$ cat src/logic/svom_defines.svh
// Register offsets, field positions, reset values and codes for the status output mapper
`ifndef SVOM_DEFINES_SVH
`define SVOM_DEFINES_SVH

// Register byte offsets on the Avalon-MM slave
`define SVOM_OFF_CTRL 6'h00
`define SVOM_OFF_ZERO_SPEED 6'h04
`define SVOM_OFF_TARGET_SPEED 6'h08
`define SVOM_OFF_POS_WINDOW 6'h0c
`define SVOM_OFF_SLOT_FUNC 6'h10
`define SVOM_OFF_POLARITY 6'h14
`define SVOM_OFF_FLAGS 6'h18
`define SVOM_OFF_IRQ_STATUS 6'h1c
`define SVOM_OFF_IRQ_MASK 6'h20
`define SVOM_OFF_SLOT_OUT 6'h24

// Control register fields
`define SVOM_CTRL_MODE_LSB 0
`define SVOM_CTRL_LOAD_BIT 8

// Reset values
`define SVOM_RST_ZERO_SPEED 16'h000a
`define SVOM_RST_TARGET_SPEED 16'h03e8
`define SVOM_RST_POS_WINDOW 32'h0000_0063
`define SVOM_RST_POLARITY 5'h1f
`define SVOM_RST_MASK 6'h00

// Function codes carried by the output slots
`define SVOM_FC_NONE 4'h0
`define SVOM_FC_READY 4'h1
`define SVOM_FC_POWER 4'h2
`define SVOM_FC_ZERO 4'h3
`define SVOM_FC_TARGET 4'h4
`define SVOM_FC_POS 4'h5
`define SVOM_FC_TORQUE 4'h6

// Slot geometry
`define SVOM_SLOTS 5
`define SVOM_FC_W 4
`define SVOM_FLAGS 6

`endif

$ cat src/logic/svom_pkg.sv
// Types and shared functions of the servo status output mapper
`default_nettype none
`include "svom_defines.svh"

package svom_pkg;

    // Control modes; the pure position modes are the first two of the position family
    typedef enum logic [2:0] {
        SVOM_MODE_SPEED,
        SVOM_MODE_TORQUE,
        SVOM_MODE_EXT_PULSE_POS,
        SVOM_MODE_INT_REG_POS,
        SVOM_MODE_EXT_PULSE_SPEED,
        SVOM_MODE_EXT_PULSE_TORQUE,
        SVOM_MODE_INT_REG_SPEED,
        SVOM_MODE_INT_REG_TORQUE
    } svom_mode_t;

    // Status flags; bit n-1 carries function code n
    typedef struct packed {
        logic torque_limited_flag;
        logic position_in_window_flag;
        logic target_speed_reached_flag;
        logic zero_speed_flag;
        logic control_power_on_flag;
        logic drive_ready_flag;
    } svom_flags_t;

    // Drive measurements sampled each control cycle
    typedef struct packed {
        logic drive_ready;
        logic fault_present;
        logic control_power;
        logic [15:0] motor_speed;
        logic [31:0] position_error;
        logic [31:0] motor_position;
        logic [31:0] target_position;
        logic torque_at_param_limit;
        logic torque_at_analog_limit;
    } svom_meas_t;

    // Magnitude of a signed 32-bit quantity
    function automatic logic [31:0] svom_abs32(input logic [31:0] v);
        svom_abs32 = v[31] ? 32'(-v) : v;
    endfunction : svom_abs32

    // Default slot functions per mode, slot 0 in the low nibble
    function automatic logic [19:0] svom_default_slots(input svom_mode_t m);
        if (m == SVOM_MODE_SPEED || m == SVOM_MODE_TORQUE) begin
            svom_default_slots = {`SVOM_FC_NONE, `SVOM_FC_NONE, `SVOM_FC_TARGET,
                                  `SVOM_FC_ZERO, `SVOM_FC_READY};
        end else begin
            svom_default_slots = {`SVOM_FC_NONE, `SVOM_FC_POS, `SVOM_FC_NONE,
                                  `SVOM_FC_ZERO, `SVOM_FC_READY};
        end
    endfunction : svom_default_slots

    // Position family test: external pulse side
    function automatic logic svom_is_ext_pos(input svom_mode_t m);
        svom_is_ext_pos = (m == SVOM_MODE_EXT_PULSE_POS) || (m == SVOM_MODE_EXT_PULSE_SPEED) ||
                          (m == SVOM_MODE_EXT_PULSE_TORQUE);
    endfunction : svom_is_ext_pos

    // Position family test: internal register side
    function automatic logic svom_is_int_pos(input svom_mode_t m);
        svom_is_int_pos = (m == SVOM_MODE_INT_REG_POS) || (m == SVOM_MODE_INT_REG_SPEED) ||
                          (m == SVOM_MODE_INT_REG_TORQUE);
    endfunction : svom_is_int_pos

endpackage : svom_pkg
`default_nettype wire

$ cat src/logic/svom_flag_eval.sv
// Status flag comparators, registered once per control cycle
`timescale 1ns/1ps
`default_nettype none
`include "svom_defines.svh"

module svom_flag_eval
    import svom_pkg::*;
(
    // Clock and synchronised reset
    input wire logic core_clk,
    input wire logic rst_n,
    // Configuration
    input var svom_mode_t mode,
    input wire logic [15:0] zero_speed_range_param,
    input wire logic [15:0] target_speed_param,
    input wire logic [31:0] position_window_param,
    // Measurements and result
    input var svom_meas_t meas,
    output svom_flags_t flags
);

    svom_flags_t flags_d;
    logic [31:0] pt_err;
    logic [31:0] pr_err;

    // Comparisons on this cycle's measurements
    always_comb begin
        pt_err = svom_abs32(meas.position_error);
        pr_err = svom_abs32(32'(meas.motor_position - meas.target_position));
        flags_d.drive_ready_flag = meas.drive_ready & ~meas.fault_present;
        flags_d.control_power_on_flag = meas.control_power;
        flags_d.zero_speed_flag = (meas.motor_speed <= zero_speed_range_param);
        flags_d.target_speed_reached_flag = (meas.motor_speed >= target_speed_param) &&
            (mode != SVOM_MODE_EXT_PULSE_POS) && (mode != SVOM_MODE_INT_REG_POS);
        if (svom_is_ext_pos(mode)) begin
            flags_d.position_in_window_flag = (pt_err <= position_window_param);
        end else if (svom_is_int_pos(mode)) begin
            flags_d.position_in_window_flag = (pr_err <= position_window_param);
        end else begin
            flags_d.position_in_window_flag = 1'b0;
        end
        flags_d.torque_limited_flag = meas.torque_at_param_limit |
                                      meas.torque_at_analog_limit;
    end

    // Registered flags so every slot moves on the same edge
    always_ff @(posedge core_clk or negedge rst_n) begin
        if (!rst_n) begin
            flags <= '0;
        end else begin
            flags <= flags_d;
        end
    end

    ready_gated_a: assert property (@(posedge core_clk) disable iff (!rst_n)
        $past(meas.fault_present) |-> !flags.drive_ready_flag)
        else $error("drive ready set during fault");

    power_follows_a: assert property (@(posedge core_clk) disable iff (!rst_n)
        $past(rst_n) |-> flags.control_power_on_flag == $past(meas.control_power))
        else $error("control power flag missing");

    zero_speed_a: assert property (@(posedge core_clk) disable iff (!rst_n)
        $past(meas.motor_speed) > $past(zero_speed_range_param) |-> !flags.zero_speed_flag)
        else $error("zero speed flag above range");

    target_pure_pos_a: assert property (@(posedge core_clk) disable iff (!rst_n)
        ($past(mode) == SVOM_MODE_EXT_PULSE_POS || $past(mode) == SVOM_MODE_INT_REG_POS)
        |-> !flags.target_speed_reached_flag)
        else $error("target speed flag in pure position mode");

    torque_limit_a: assert property (@(posedge core_clk) disable iff (!rst_n)
        meas.torque_at_analog_limit |=> flags.torque_limited_flag)
        else $error("torque limit flag missed");

endmodule : svom_flag_eval
`default_nettype wire

$ cat src/logic/svom_slot_map.sv
// Output slot function selection and polarity, registered
`timescale 1ns/1ps
`default_nettype none
`include "svom_defines.svh"

module svom_slot_map
    import svom_pkg::*;
(
    // Clock and synchronised reset
    input wire logic core_clk,
    input wire logic rst_n,
    // Assignment and polarity
    input wire logic [19:0] slot_func,
    input wire logic [4:0] polarity,
    // Flags in, slot levels out
    input var svom_flags_t flags,
    output logic [4:0] slot_out
);

    logic [4:0] slot_d;

    // Pick each slot's flag by code, then apply its polarity
    always_comb begin
        for (int i = 0; i < `SVOM_SLOTS; i++) begin
            logic [3:0] code;
            logic act;
            code = slot_func[i*`SVOM_FC_W +: `SVOM_FC_W];
            act = 1'b0;
            if (code >= `SVOM_FC_READY && code <= `SVOM_FC_TORQUE) begin
                act = flags[3'(code - 4'h1)];
            end
            slot_d[i] = polarity[i] ? act : ~act;
        end
    end

    // Slot pins change only on the control clock
    always_ff @(posedge core_clk or negedge rst_n) begin
        if (!rst_n) begin
            slot_out <= '0;
        end else begin
            slot_out <= slot_d;
        end
    end

    slot0_polarity_a: assert property (@(posedge core_clk) disable iff (!rst_n)
        (slot_func[3:0] == `SVOM_FC_POWER && $stable(slot_func) && $stable(polarity))
        |=> slot_out[0] == ($past(polarity[0]) ~^ $past(flags.control_power_on_flag)))
        else $error("slot 0 polarity or routing wrong");

endmodule : svom_slot_map
`default_nettype wire

$ cat src/logic/svom_top.sv
// Servo status output mapper: registers, interrupt and slot outputs
//
// Behaviour
// - Drive-ready (code 1) is on only when the drive is ready and no fault remains.
// - Control-power (code 2) follows control power regardless of faults and has no default slot.
// - Zero-speed (code 3) is on while motor speed is at or below the zero-speed range.
// - Target-speed (code 4) is on at or above target speed and never in the pure position modes.
// - In external-pulse position modes, position-in-window (code 5) is on when error <= window.
// - In internal-register position modes it is on within +/- window of target, default 99.
// - Torque-limited (code 6) is on when torque reaches the parameter or analog limit.
// - Software assigns any function to any output slot; the slot pins are fixed.
// - Default slot assignments are loaded according to the selected control mode.
// - Each slot has its own polarity bit so an active function can drive it on or off.
//
// Design decisions made here: the address map and the Avalon-MM interface to the registers.
`timescale 1ns/1ps
`default_nettype none
`include "svom_defines.svh"

module svom_top
    import svom_pkg::*;
(
    // Clock and reset
    input wire logic core_clk,
    input wire logic reset_n,
    // Avalon-MM slave
    input wire logic [5:0] avs_address,
    input wire logic avs_read,
    input wire logic avs_write,
    input wire logic [31:0] avs_writedata,
    input wire logic [3:0] avs_byteenable,
    output logic [31:0] avs_readdata,
    output logic avs_waitrequest,
    // Drive measurements
    input wire logic drive_ready_in,
    input wire logic fault_present_in,
    input wire logic control_power_in,
    input wire logic [15:0] motor_speed_in,
    input wire logic [31:0] position_error_in,
    input wire logic [31:0] motor_position_in,
    input wire logic [31:0] target_position_in,
    input wire logic torque_param_limit_in,
    input wire logic torque_analog_limit_in,
    // Connector slots and interrupt
    output logic [4:0] do_slot,
    output logic irq
);

    // Reset release through two flops; assertion stays asynchronous
    logic rst_meta_q;
    logic rst_n_q;
    always_ff @(posedge core_clk or negedge reset_n) begin
        if (!reset_n) begin
            rst_meta_q <= 1'b0;
            rst_n_q <= 1'b0;
        end else begin
            rst_meta_q <= 1'b1;
            rst_n_q <= rst_meta_q;
        end
    end

    // Register state
    svom_mode_t mode_q;
    logic [15:0] zero_speed_q;
    logic [15:0] target_speed_q;
    logic [31:0] pos_window_q;
    logic [19:0] slot_func_q;
    logic [4:0] polarity_q;
    logic [5:0] irq_status_q;
    logic [5:0] irq_mask_q;
    logic [5:0] flags_prev_q;
    logic ack_q;
    logic [31:0] readdata_q;

    svom_flags_t flags;
    svom_meas_t meas;
    logic [4:0] slot_out;

    // Byte-lane merge of a write into a 32-bit image
    function automatic logic [31:0] merge(input logic [31:0] old, input logic [31:0] wd,
                                          input logic [3:0] be);
        for (int b = 0; b < 4; b++) begin
            merge[b*8 +: 8] = be[b] ? wd[b*8 +: 8] : old[b*8 +: 8];
        end
    endfunction : merge

    // Bus handshake: every access waits exactly one cycle
    logic req;
    logic wr_take;
    logic rd_first;
    assign req = avs_read | avs_write;
    assign avs_waitrequest = req & ~ack_q;
    assign wr_take = avs_write & ack_q;
    assign rd_first = avs_read & ~ack_q;

    always_ff @(posedge core_clk or negedge rst_n_q) begin
        if (!rst_n_q) begin
            ack_q <= 1'b0;
        end else begin
            ack_q <= req & ~ack_q;
        end
    end

    // Write data images for each register
    logic [31:0] wimg;
    logic [31:0] ctrl_img;
    always_comb begin
        ctrl_img = 32'h0;
        ctrl_img[`SVOM_CTRL_MODE_LSB +: 3] = mode_q;
        wimg = 32'h0;
        case (avs_address)
            `SVOM_OFF_CTRL: wimg = merge(ctrl_img, avs_writedata, avs_byteenable);
            `SVOM_OFF_ZERO_SPEED: wimg = merge({16'h0, zero_speed_q}, avs_writedata,
                                               avs_byteenable);
            `SVOM_OFF_TARGET_SPEED: wimg = merge({16'h0, target_speed_q}, avs_writedata,
                                                 avs_byteenable);
            `SVOM_OFF_POS_WINDOW: wimg = merge(pos_window_q, avs_writedata, avs_byteenable);
            `SVOM_OFF_SLOT_FUNC: wimg = merge({12'h0, slot_func_q}, avs_writedata,
                                              avs_byteenable);
            `SVOM_OFF_POLARITY: wimg = merge({27'h0, polarity_q}, avs_writedata,
                                             avs_byteenable);
            `SVOM_OFF_IRQ_MASK: wimg = merge({26'h0, irq_mask_q}, avs_writedata,
                                             avs_byteenable);
            `SVOM_OFF_IRQ_STATUS: wimg = merge(32'h0, avs_writedata, avs_byteenable);
            default: wimg = 32'h0;
        endcase
    end

    // Mode and thresholds
    logic ctrl_wr;
    logic load_req;
    svom_mode_t new_mode;
    assign ctrl_wr = wr_take && (avs_address == `SVOM_OFF_CTRL);
    assign new_mode = svom_mode_t'(wimg[`SVOM_CTRL_MODE_LSB +: 3]);
    assign load_req = ctrl_wr && (new_mode != mode_q || wimg[`SVOM_CTRL_LOAD_BIT]);

    always_ff @(posedge core_clk or negedge rst_n_q) begin
        if (!rst_n_q) begin
            mode_q <= SVOM_MODE_SPEED;
            zero_speed_q <= `SVOM_RST_ZERO_SPEED;
            target_speed_q <= `SVOM_RST_TARGET_SPEED;
            pos_window_q <= `SVOM_RST_POS_WINDOW;
            polarity_q <= `SVOM_RST_POLARITY;
            irq_mask_q <= `SVOM_RST_MASK;
        end else if (wr_take) begin
            case (avs_address)
                `SVOM_OFF_CTRL: mode_q <= new_mode;
                `SVOM_OFF_ZERO_SPEED: zero_speed_q <= wimg[15:0];
                `SVOM_OFF_TARGET_SPEED: target_speed_q <= wimg[15:0];
                `SVOM_OFF_POS_WINDOW: pos_window_q <= wimg;
                `SVOM_OFF_POLARITY: polarity_q <= wimg[4:0];
                `SVOM_OFF_IRQ_MASK: irq_mask_q <= wimg[5:0];
                default: mode_q <= mode_q;
            endcase
        end
    end

    // Slot functions: defaults follow the mode, software may overwrite any slot
    always_ff @(posedge core_clk or negedge rst_n_q) begin
        if (!rst_n_q) begin
            slot_func_q <= svom_default_slots(SVOM_MODE_SPEED);
        end else if (load_req) begin
            slot_func_q <= svom_default_slots(new_mode);
        end else if (wr_take && avs_address == `SVOM_OFF_SLOT_FUNC) begin
            slot_func_q <= wimg[19:0];
        end
    end

    // Measurements into the carrier struct
    always_comb begin
        meas.drive_ready = drive_ready_in;
        meas.fault_present = fault_present_in;
        meas.control_power = control_power_in;
        meas.motor_speed = motor_speed_in;
        meas.position_error = position_error_in;
        meas.motor_position = motor_position_in;
        meas.target_position = target_position_in;
        meas.torque_at_param_limit = torque_param_limit_in;
        meas.torque_at_analog_limit = torque_analog_limit_in;
    end

    svom_flag_eval u_flag_eval (
        .core_clk(core_clk),
        .rst_n(rst_n_q),
        .mode(mode_q),
        .zero_speed_range_param(zero_speed_q),
        .target_speed_param(target_speed_q),
        .position_window_param(pos_window_q),
        .meas(meas),
        .flags(flags)
    );

    svom_slot_map u_slot_map (
        .core_clk(core_clk),
        .rst_n(rst_n_q),
        .slot_func(slot_func_q),
        .polarity(polarity_q),
        .flags(flags),
        .slot_out(slot_out)
    );

    assign do_slot = slot_out;

    // Interrupt: any flag edge is an event; a new event beats a same-cycle clear
    logic [5:0] flag_edge;
    logic [5:0] clr_bits;
    assign flag_edge = flags ^ flags_prev_q;
    assign clr_bits = (wr_take && avs_address == `SVOM_OFF_IRQ_STATUS) ? wimg[5:0] : 6'h00;

    always_ff @(posedge core_clk or negedge rst_n_q) begin
        if (!rst_n_q) begin
            flags_prev_q <= '0;
            irq_status_q <= '0;
        end else begin
            flags_prev_q <= flags;
            irq_status_q <= (irq_status_q & ~clr_bits) | flag_edge;
        end
    end

    assign irq = |(irq_status_q & irq_mask_q);

    // Read mux, captured in the waiting cycle so data stand when waitrequest falls
    logic [31:0] rd_mux;
    always_comb begin
        rd_mux = 32'h0;
        case (avs_address)
            `SVOM_OFF_CTRL: rd_mux = ctrl_img;
            `SVOM_OFF_ZERO_SPEED: rd_mux = {16'h0, zero_speed_q};
            `SVOM_OFF_TARGET_SPEED: rd_mux = {16'h0, target_speed_q};
            `SVOM_OFF_POS_WINDOW: rd_mux = pos_window_q;
            `SVOM_OFF_SLOT_FUNC: rd_mux = {12'h0, slot_func_q};
            `SVOM_OFF_POLARITY: rd_mux = {27'h0, polarity_q};
            `SVOM_OFF_FLAGS: rd_mux = {26'h0, flags};
            `SVOM_OFF_IRQ_STATUS: rd_mux = {26'h0, irq_status_q};
            `SVOM_OFF_IRQ_MASK: rd_mux = {26'h0, irq_mask_q};
            `SVOM_OFF_SLOT_OUT: rd_mux = {27'h0, slot_out};
            default: rd_mux = 32'h0;
        endcase
    end

    always_ff @(posedge core_clk or negedge rst_n_q) begin
        if (!rst_n_q) begin
            readdata_q <= 32'h0;
        end else if (rd_first) begin
            readdata_q <= rd_mux;
        end
    end

    assign avs_readdata = readdata_q;

    bus_one_wait_a: assert property (@(posedge core_clk) disable iff (!rst_n_q)
        (req && !ack_q) |-> avs_waitrequest ##1 (!req || !avs_waitrequest))
        else $error("bus access did not finish after one wait");

    mode_defaults_a: assert property (@(posedge core_clk) disable iff (!rst_n_q)
        (ctrl_wr && new_mode != mode_q) |=> slot_func_q == svom_default_slots(mode_q))
        else $error("defaults not loaded on mode change");

    slot_write_a: assert property (@(posedge core_clk) disable iff (!rst_n_q)
        (wr_take && avs_address == `SVOM_OFF_SLOT_FUNC && avs_byteenable == 4'hf)
        |=> slot_func_q == $past(avs_writedata[19:0]))
        else $error("slot assignment write lost");

    event_beats_clear_a: assert property (@(posedge core_clk) disable iff (!rst_n_q)
        (flag_edge[0] && clr_bits[0]) |=> irq_status_q[0])
        else $error("flag event lost to clear");

    slot_registered_a: assert property (@(posedge core_clk) disable iff (!rst_n_q)
        $stable(slot_func_q) && $stable(polarity_q) && $stable(flags) |=> $stable(do_slot))
        else $error("slot output moved without cause");

    default_window_a: assert property (@(posedge core_clk)
        $rose(rst_n_q) |-> pos_window_q == `SVOM_RST_POS_WINDOW && zero_speed_q == 16'h000a)
        else $error("reset thresholds wrong");

endmodule : svom_top
`default_nettype wire

$ cat config.mk
export PLATFORM = sky130hd
export DESIGN_NAME = svom_top
export DESIGN_NICKNAME = d
export VERILOG_FILES = /design/src/logic/svom_pkg.sv /design/src/logic/svom_flag_eval.sv /design/src/logic/svom_slot_map.sv /design/src/logic/svom_top.sv
export VERILOG_INCLUDE_DIRS = /design/src /design/src/logic
export SDC_FILE = /design/constraint.sdc
export NUM_CORES = 1
export LEC_CHECK = 0
export BUFFER_PORTS_ARGS = -buffer_cell sky130_fd_sc_hd__buf_2
export CORE_UTILIZATION = 31
export DETAILED_ROUTE_END_ITERATION = 10
export PLACE_DENSITY = 0.52
export SLEW_MARGIN = 30
export SYNTH_ARGS = -nofsm -noshare
export SYNTH_HDL_FRONTEND = slang
export SYNTH_SLANG_ARGS = --single-unit
$ cat constraint.sdc
create_clock -name core_clk -period 5.4 [get_ports core_clk]
set_input_delay 0.54 -clock core_clk [delete_from_list [all_inputs] [get_ports core_clk]]
set_output_delay 0.54 -clock core_clk [all_outputs]
set_load 0.01 [all_outputs]
Word-level counts from Yosys, hierarchy flattened
Cells that the tools add are included.
- bitwise gates (word level): 18
- $add $sub $neg: 8
- eq/ne operators: 21
- reduce and logical (&&, ||, !) cells: 29
- muxes and demuxes: 48
- $lt $le $gt $ge: 19
- operator list (operator ; count):
    32-bit case mux with 10 select lines ; 1
    32-bit case mux with 8 select lines ; 1
    8-bit two-way mux ; 18
    32-bit less-or-equal comparator ; 2
    32-bit two-way mux ; 2
    32-bit negator ; 2
    20-bit two-way mux ; 2
    32-bit subtractor ; 1
    6-bit by 5-bit == test with 1-bit output (second input constant) ; 4
    4-bit by 1-bit greater-or-equal comparator with 1-bit output (second input constant) ; 5
    4-bit by 3-bit less-or-equal comparator with 1-bit output (second input constant) ; 5
    3-bit by 4-bit less-than comparator with 1-bit output (second input constant) ; 5
    1-bit two-way mux ; 17
    16-bit greater-or-equal comparator ; 1
    16-bit less-or-equal comparator ; 1
    1-bit binary-select mux with 3-bit select ; 5
    15-bit two-way mux ; 1
    3-bit by 1-bit subtractor with 3-bit output (second input constant) ; 5
    6-bit bitwise AND ; 2
    3-bit == test (second input constant) ; 4
    6-bit by 4-bit == test with 1-bit output (second input constant) ; 2
    6-bit == test (second input constant) ; 2
    2-bit AND reduction ; 6
    1-bit logical AND ; 11
    other kinds (19) ; 38
- output and inout bits: 39
- bits of input ports: 163
- flip-flop bits (word level): 156

Longest topological paths before layout
Gate-level depths: netlist (run 1).
- depth in word-level cells: 6
- mapped depth: 25
- depth with buffers taken out: 23

Cells and area by module
Synthesis (run 1) repeated with hierarchy kept, for this count alone.
- cells, all modules: 1596
- area total of the unflattened synthesis: 13605.5 sq um
- modules (own cells, without submodules) (module ; area each (sq um) ; cells an instance ; instances):
    svom_top ; 6622.6 ; 641 ; 1
    svom_flag_eval ; 6150.9 ; 875 ; 1
    svom_slot_map ; 832.0 ; 80 ; 1

Least setup slack after synthesis (run 1)
OpenSTA, ideal clock, no wires.
- kind: input-to-reg
- from: in target_position_in[5]
- to: reg, netlist name u_flag_eval.flags[4]
- arrival time: 4.657 ns
- buffers on the path: 1
- cell stages on the path: 24
- slack: 0.628 ns
- path through: inv_1 ha_1 buf_6 o21a_2 o211a_1 o21ai_2 a211oi_1 nor2_1 nor4_1 or3_2 xnor2_2 o21ai_0 xnor2_1 ha_1 a21o_1 a21oi_1 nor2b_1 o21ai_0 nand2b_1 a211oi_1 o22ai_1 a2111oi_0 o32ai_1 o311ai_0
- RTL lines (item ; line ; source):
    start: declaration ; svom_top.sv:41 ; input wire logic [31:0] target_position_in,

==> results of run 1 <==
state kept, by name (all words and copies together) (netlist names):
name                 flops
zero_speed_q            16
irq_mask_q               6
u_slot_map.slot_out      5
rst_n_q                  1
target_speed_q          16
slot_func_q             20
polarity_q               5
flags_prev_q             6
avs_readdata            32
rst_meta_q               1
mode_q                   3
pos_window_q            32
irq_status_q             6
ack_q                    1
u_flag_eval.flags        6
kinds of logic (layout without fill, tap and decap cells):
kind of cell               Yosys count  in the layout  share of synthesized area (%)
AOI/OAI and AO/OA                  416            416                          22.18
muxes                               36             36                          3.595
other                                1              2                        0.02881
xor gates and xnor gates           104            104                          7.286
and+or+nand+nor                    459            459                          17.24
adders and majority gates          145            145                          13.99
DFF                                156            156                          30.19
buffers and inverters              175            403                          5.479
cell usage after synthesis, drive strengths merged (18+ instances only):
master  number  area share (%)
clkbuf      41             1.3
nor2        90             2.7
o21a        21             1.2
buf         19            0.85
xnor2       77             5.3
nand2      188             5.4
o21ai      112             4.5
a22o        37             2.5
inv        114             3.3
dfrtp      135              26
a21oi       78             3.1
xor2        27             2.0
nand2b      24             1.2
a21o        22             1.3
nand3       21            0.88
dfstp       21             4.2
ha         144              14
nor3        19            0.73
nand4       23             1.2
nor2b       18            0.92
o31ai       28             1.6
metal layers:
layer | wire [um] | share of wire, % | vias up | track usage, %
li1 | - | - | 5806 | -
met4 | 631 | 1.5 | 2 | 4.406
met2 | 20870 | 49 | 296 | 34.17
met5 | 10 | 0.023 | - | 0
met3 | 1718 | 4.0 | 44 | 2.339
met1 | 19550 | 46 | 5686 | 26.96
final timing paths:
| kind | start | to | slack, ns |
|---|---|---|---|
| setup reg to reg | mode_q[1] | slot_func_q[12] | 1.89 |
| hold / removal | control_power_in | u_flag_eval.flags[1] | 0.25 |
| hold reg to reg | rst_n_q | avs_readdata[6] | 0.35 |
| min in group asynchronous | rst_n_q | avs_readdata[6] | 0.35 |
| max in group asynchronous | rst_n_q | avs_readdata[19] | 3.85 |
| setup / recovery | motor_position_in[0] | u_flag_eval.flags[4] | 0.43 |
metrics by stage:
| step | power, mW | util [%] |
|---|---|---|
| global route | 3.830 | 37.52 |
| finish | 3.604 | 37.52 |
| floorplan | 2.060 | - |
| CTS | 3.638 | 37.47 |
| global placement | 2.431 | 36.05 |
| detailed placement | 2.455 | 36.07 |
power by group through the flow:
stage / logic [mW] / clock network (mW) / registers [mW]
2_1_floorplan: 0.797 / 0 / 1.26
3_3_place_gp: 1.16 / 0 / 1.27
3_5_place_dp: 1.18 / 0 / 1.27
4_1_cts: 1.19 / 1.20 / 1.25
5_1_grt: 1.33 / 1.25 / 1.25
6_report: 1.19 / 1.17 / 1.25
layout make-up:
cell class                 instances  share of cell area (%)
antenna                            1                 0.01623
clock buffer                      19                   2.937
clock inverter                    13                  0.7464
inverter                         114                   2.775
multi-input combinational       1161                   54.44
sequential                       156                   25.51
tap                              532                   4.316
timing repair buffer             257                   9.265
repair_timing:
action,CTS,global route
endpoints found under the setup margin,0,1
hold buffers,1,0
gates resized for setup,0,4
endpoints found under the hold margin,2,0
==> metrics.cfg, run 1 <==
[cells_and_area]
final_nets=2015
layout_common_cells=buf_2, nand2_1, ha_1, dfrtp_1, inv_1
mostFrequentLayoutCell=buf_2
multi_input_area_um2=8396
fillCellCount=4311
regArea_um2=3934
final_area_um2=15420
instances_no_fill=2253
drive_gt1_share_pct=22.15
syn_to_final_growth_pct=18.47

[logic_synthesis]
yosysWarningCount=0
netlist-cell-type-count=103
synth_edf_count=0
ys_ff_latch=156
synth_ff_type=dfrtp_1
ys_seq_area_share_pct=30.19
syn_inst=1492
synth_area_per_cell_um2=8.725
syn-num-nets=1800
async_flop_share_pct=100.0
syn_area_um2=13020

[place]
dpl-instance-area_um2=14830
hpwl_mm=34.66
routabilityCongestion=0.9006
placed_cells=2219
port_buffers=201
post-place-ws_ns=-0.2389

[routing]
vias=11834
ant_nets=0
drtIter0Drc=706
wire_per_inst_um=18.99
finalWirelength_mm=42.78
via_per_inst=5.253
drc=9
firstDrtPassIters=8

[setup_path]
startpoint_type=input pin
cp_slowest_cell=a2111oi_1
cp_top_family=simple AND/OR/NAND/NOR gates
path_cells=buf_2 -> inv_1 -> ha_1 -> fa_1 -> nor2b_4 -> o211a_1 -> o211ai_1 -> or2b_1 -> xor2_1 -> nor4_4 -> nand3_2 -> nor4_2 -> nand4_1 -> and4b_1 -> ha_1 -> nand4_1 -> nor2_1 -> o21ai_0 -> nand2_1 -> nor3_1 -> o221ai_1 -> a2111oi_1 -> o32ai_1 -> o311ai_0
worstRegToRegCells=10
cp.arrival_ns=5.27
cp-end-kind=flop
cp_max_fo=6
crit_type=input pin to flop
cp_slowest_stage_delay_ns=0.42
cp_data_required_time_ns=5.69
critPathBufInv=2
path_depth=24

[clock_tree]
tritoncts=yes
numClockSinks=156
max-clock-path-buffers=2
clk_latency_ns=0.43
cts-root-buf=clkbuf_16
numCtsBuffers=17
clkTransAtPathRegs_ns=0.06
htree_levels=4
post-cts-setup-buffer-count=0

[timing]
finalHoldViolations=0
slew-limit-headroom_pct=39.78
whs_ns=0.2535
rsz0062_at_grt=no
min_period_ns=4.973
slew_viol_final=0
tightestPinTransition_ns=0.9011
skew_ns=0.009994
fin_setup_tns_ns=0
setup_viol=0
period_share_pct=92.09
setup_ws_ns=0.4273
fmax_mhz=201.1

[power]
pwr-share-comb_pct=32.9
p_leak_nw=6.838
p_clk_share_pct=32.4
p_switching_mw=1.211
p_per_area_nw_per_um2=233.7
swShare_pct=33.61
p_int_mw=2.393
seqPwrFrac_pct=34.7
ir_worst_vdd_mv=0.2161

[floorplan]
core-area_um2=41110
die_w_um=206.9
ios=202
rows=74
die_y_um=206.9
die-area_um2=42820
start_util_pct=31.67

[hold_path]
worst_hold_path.num_cells=1
hold_path_class=input pin to flop

[global_routing]
grt_max_degree=56
grtUsageTotal_pct=20.02
first_global_vias=11516
overflow=0
grt_first_pass_wirelength_mm=65.78
antenna_found_initial=2

[run_status]
violations=DRC
outcome=finished, violations left

[job]
max_cap_violations=0

(Power assumes the default switching activity.)
==> inputs of run 2 (changes only) <==
ABC_CLOCK_PERIOD_IN_PS = 5400   (was not set)
PLACE_DENSITY = not set   (was 0.52)
==> run 2 against run 1 <==
Against the previous run: the run still ends with DRC left; sequential cell count is the same; non-clock buffer count shrank 14; worst setup slack got worse by 0.11 ns; die area did not move; power decreased by 0.81%; critical path depth shrank 2; via count is 0.41% higher; sequential share of layout area rose by 0.18 points; global-route usage shrank 0.57 points; final cell count decreased by 0.62%; largest cell class unchanged.
==> metrics.cfg, run 2 (synthesized netlist as in run 1, its figures left out) <==
[clock_tree]
clkTransAtPathRegs_ns=0.06
cts-root-buf=clkbuf_16
clk_latency_ns=0.43
post-cts-setup-buffer-count=0
tritoncts=yes
numClockSinks=156
numCtsBuffers=17
max-clock-path-buffers=2
htree_levels=4

[place]
dpl-instance-area_um2=14720
hpwl_mm=33.82
routabilityCongestion=0.9022
port_buffers=201

[global_routing]
grt_max_degree=58
grtUsageMet2_pct=32.57
overflow=0
grtUsageTotal_pct=19.45
grt_first_pass_wirelength_mm=64.41
grtUsageMet1_pct=25.90
antenna_found_initial=1
first_global_vias=11717
gr-usage-met3_pct=2.873
busiest_layer=met2

[cells_and_area]
final_nets=2001
final_area_um2=15320
mostFrequentLayoutCell=buf_2
regArea_um2=3934
syn_to_final_growth_pct=17.67
drive_gt1_share_pct=21.63
fillCellCount=4307
layout_common_cells=buf_2, nand2_1, ha_1, dfrtp_1, inv_1
multi_input_area_um2=8396

[timing]
fin_setup_tns_ns=0
tightestPinTransition_ns=0.8765
period_share_pct=94.12
setup_viol=0
slew_viol_final=0
skew_ns=0.009535
finalHoldViolations=0
fmax_mhz=196.8
rsz0062_at_grt=no
min_period_ns=5.082
slew-limit-headroom_pct=41.42

[setup_path]
cp.arrival_ns=5.37
cp_data_required_time_ns=5.68
cp_common_cell=nand4_1
critPathBufInv=2
cp_slowest_cell=o211ai_1
cp_top_family=simple AND/OR/NAND/NOR gates
cp_slowest_stage_delay_ns=0.45
cp_max_fo=6
startpoint_type=input pin
cp-end-kind=flop
path_cells=buf_2 -> inv_1 -> ha_1 -> fa_2 -> nor2b_4 -> o211a_1 -> o211ai_1 -> or2b_1 -> xor2_1 -> nor4_4 -> nand3_2 -> nor4_1 -> nand4_1 -> and4b_1 -> ha_1 -> nand4_1 -> nor2_1 -> nand4_1 -> or3_1 -> nor2b_1 -> o32ai_1 -> o311ai_0
crit_type=input pin to flop

[floorplan]
die_y_um=206.9
start_util_pct=31.67
core-area_um2=41110
die-area_um2=42820
ios=202
die_w_um=206.9
rows=74

[routing]
drc=22
via_per_inst=5.307
finalWirelength_mm=41.81
drtIter0Drc=881
vias=11883
wire_per_inst_um=18.67
firstDrtPassIters=9
ant_nets=0

[power]
p_per_area_nw_per_um2=233.4
ir_worst_vdd_mv=0.2197
p_leak_nw=6.775

[hold_path]
hold_path_class=input pin to flop

[run_status]
outcome=finished, violations left
violations=DRC

[job]
max_cap_violations=0

-- run 2: worst paths after layout --
check                                startpoint              endpoint  slack, ns  cells past startpoint
setup / recovery           motor_position_in[0]  u_flag_eval.flags[4]       0.32                     22
hold / removal                 control_power_in  u_flag_eval.flags[1]       0.22                      1
setup reg to reg                      mode_q[1]       slot_func_q[12]       1.86                     10
hold reg to reg                      rst_meta_q               rst_n_q       0.36                      0
max in group asynchronous               rst_n_q      avs_readdata[25]       3.83                      1
min in group asynchronous               rst_n_q       avs_readdata[9]       0.41                      0
-- run 2: worst reg2reg max path: stages, from the launching register on --
cell and delay [ns]:
dfrtp_1 0.52, mux4_2 0.52, a32o_1 0.22, a221oi_1 0.48, o22ai_1 0.35, xnor2_1 0.25, nand3_1 0.11, nor2_2 0.32
nor2_2 0.19, or3_1 0.39, o211ai_1 0.09
-- run 2: repair_timing --
| item | CTS | global route |
|---|---|---|
| endpoints found under the hold margin | 2 | 0 |
| resized for setup | 0 | 4 |
| hold buffers | 1 | 0 |
| setup endpoints to repair | 0 | 1 |
-- run 2: where the power goes --
group          internal, mW  switching, mW
registers              1.20         0.0442
clock network         0.660          0.504
logic                 0.512          0.649
total                  2.38           1.20
-- run 2: through the flow --
stage	cells	total power, mW	util, %	setup WS [ns]	hold WS [ns]
after detailed placement	2205	2.423	35.80	-0.1253	0.3289
after CTS	2238	3.598	37.21	0.3282	0.2045
after floorplan	1492	2.060	-	0.6276	0.2444
after global routing	2238	3.787	37.25	0.01762	0.2068
final	2239	3.575	37.26	0.3177	0.2161
after global placement	2205	2.397	35.80	0.06135	0.3262
-- run 2: final cells by class --
cell class,instances,area share [%]
flip-flops and latches,156,25.68
well taps,532,4.346
multi-input cells,1161,54.81
repair buffers,243,8.642
diodes,1,0.01634
inverters,114,2.794
clock inverters,13,0.7515
clock buffers,19,2.957
-- run 2: metal layers --
layer  up-vias  part of all wire [%]
met4         2                   2.0
met1      5669                    45
met2       388                    47
met5         -                 0.026
li1       5778                     -
met3        46                   6.1
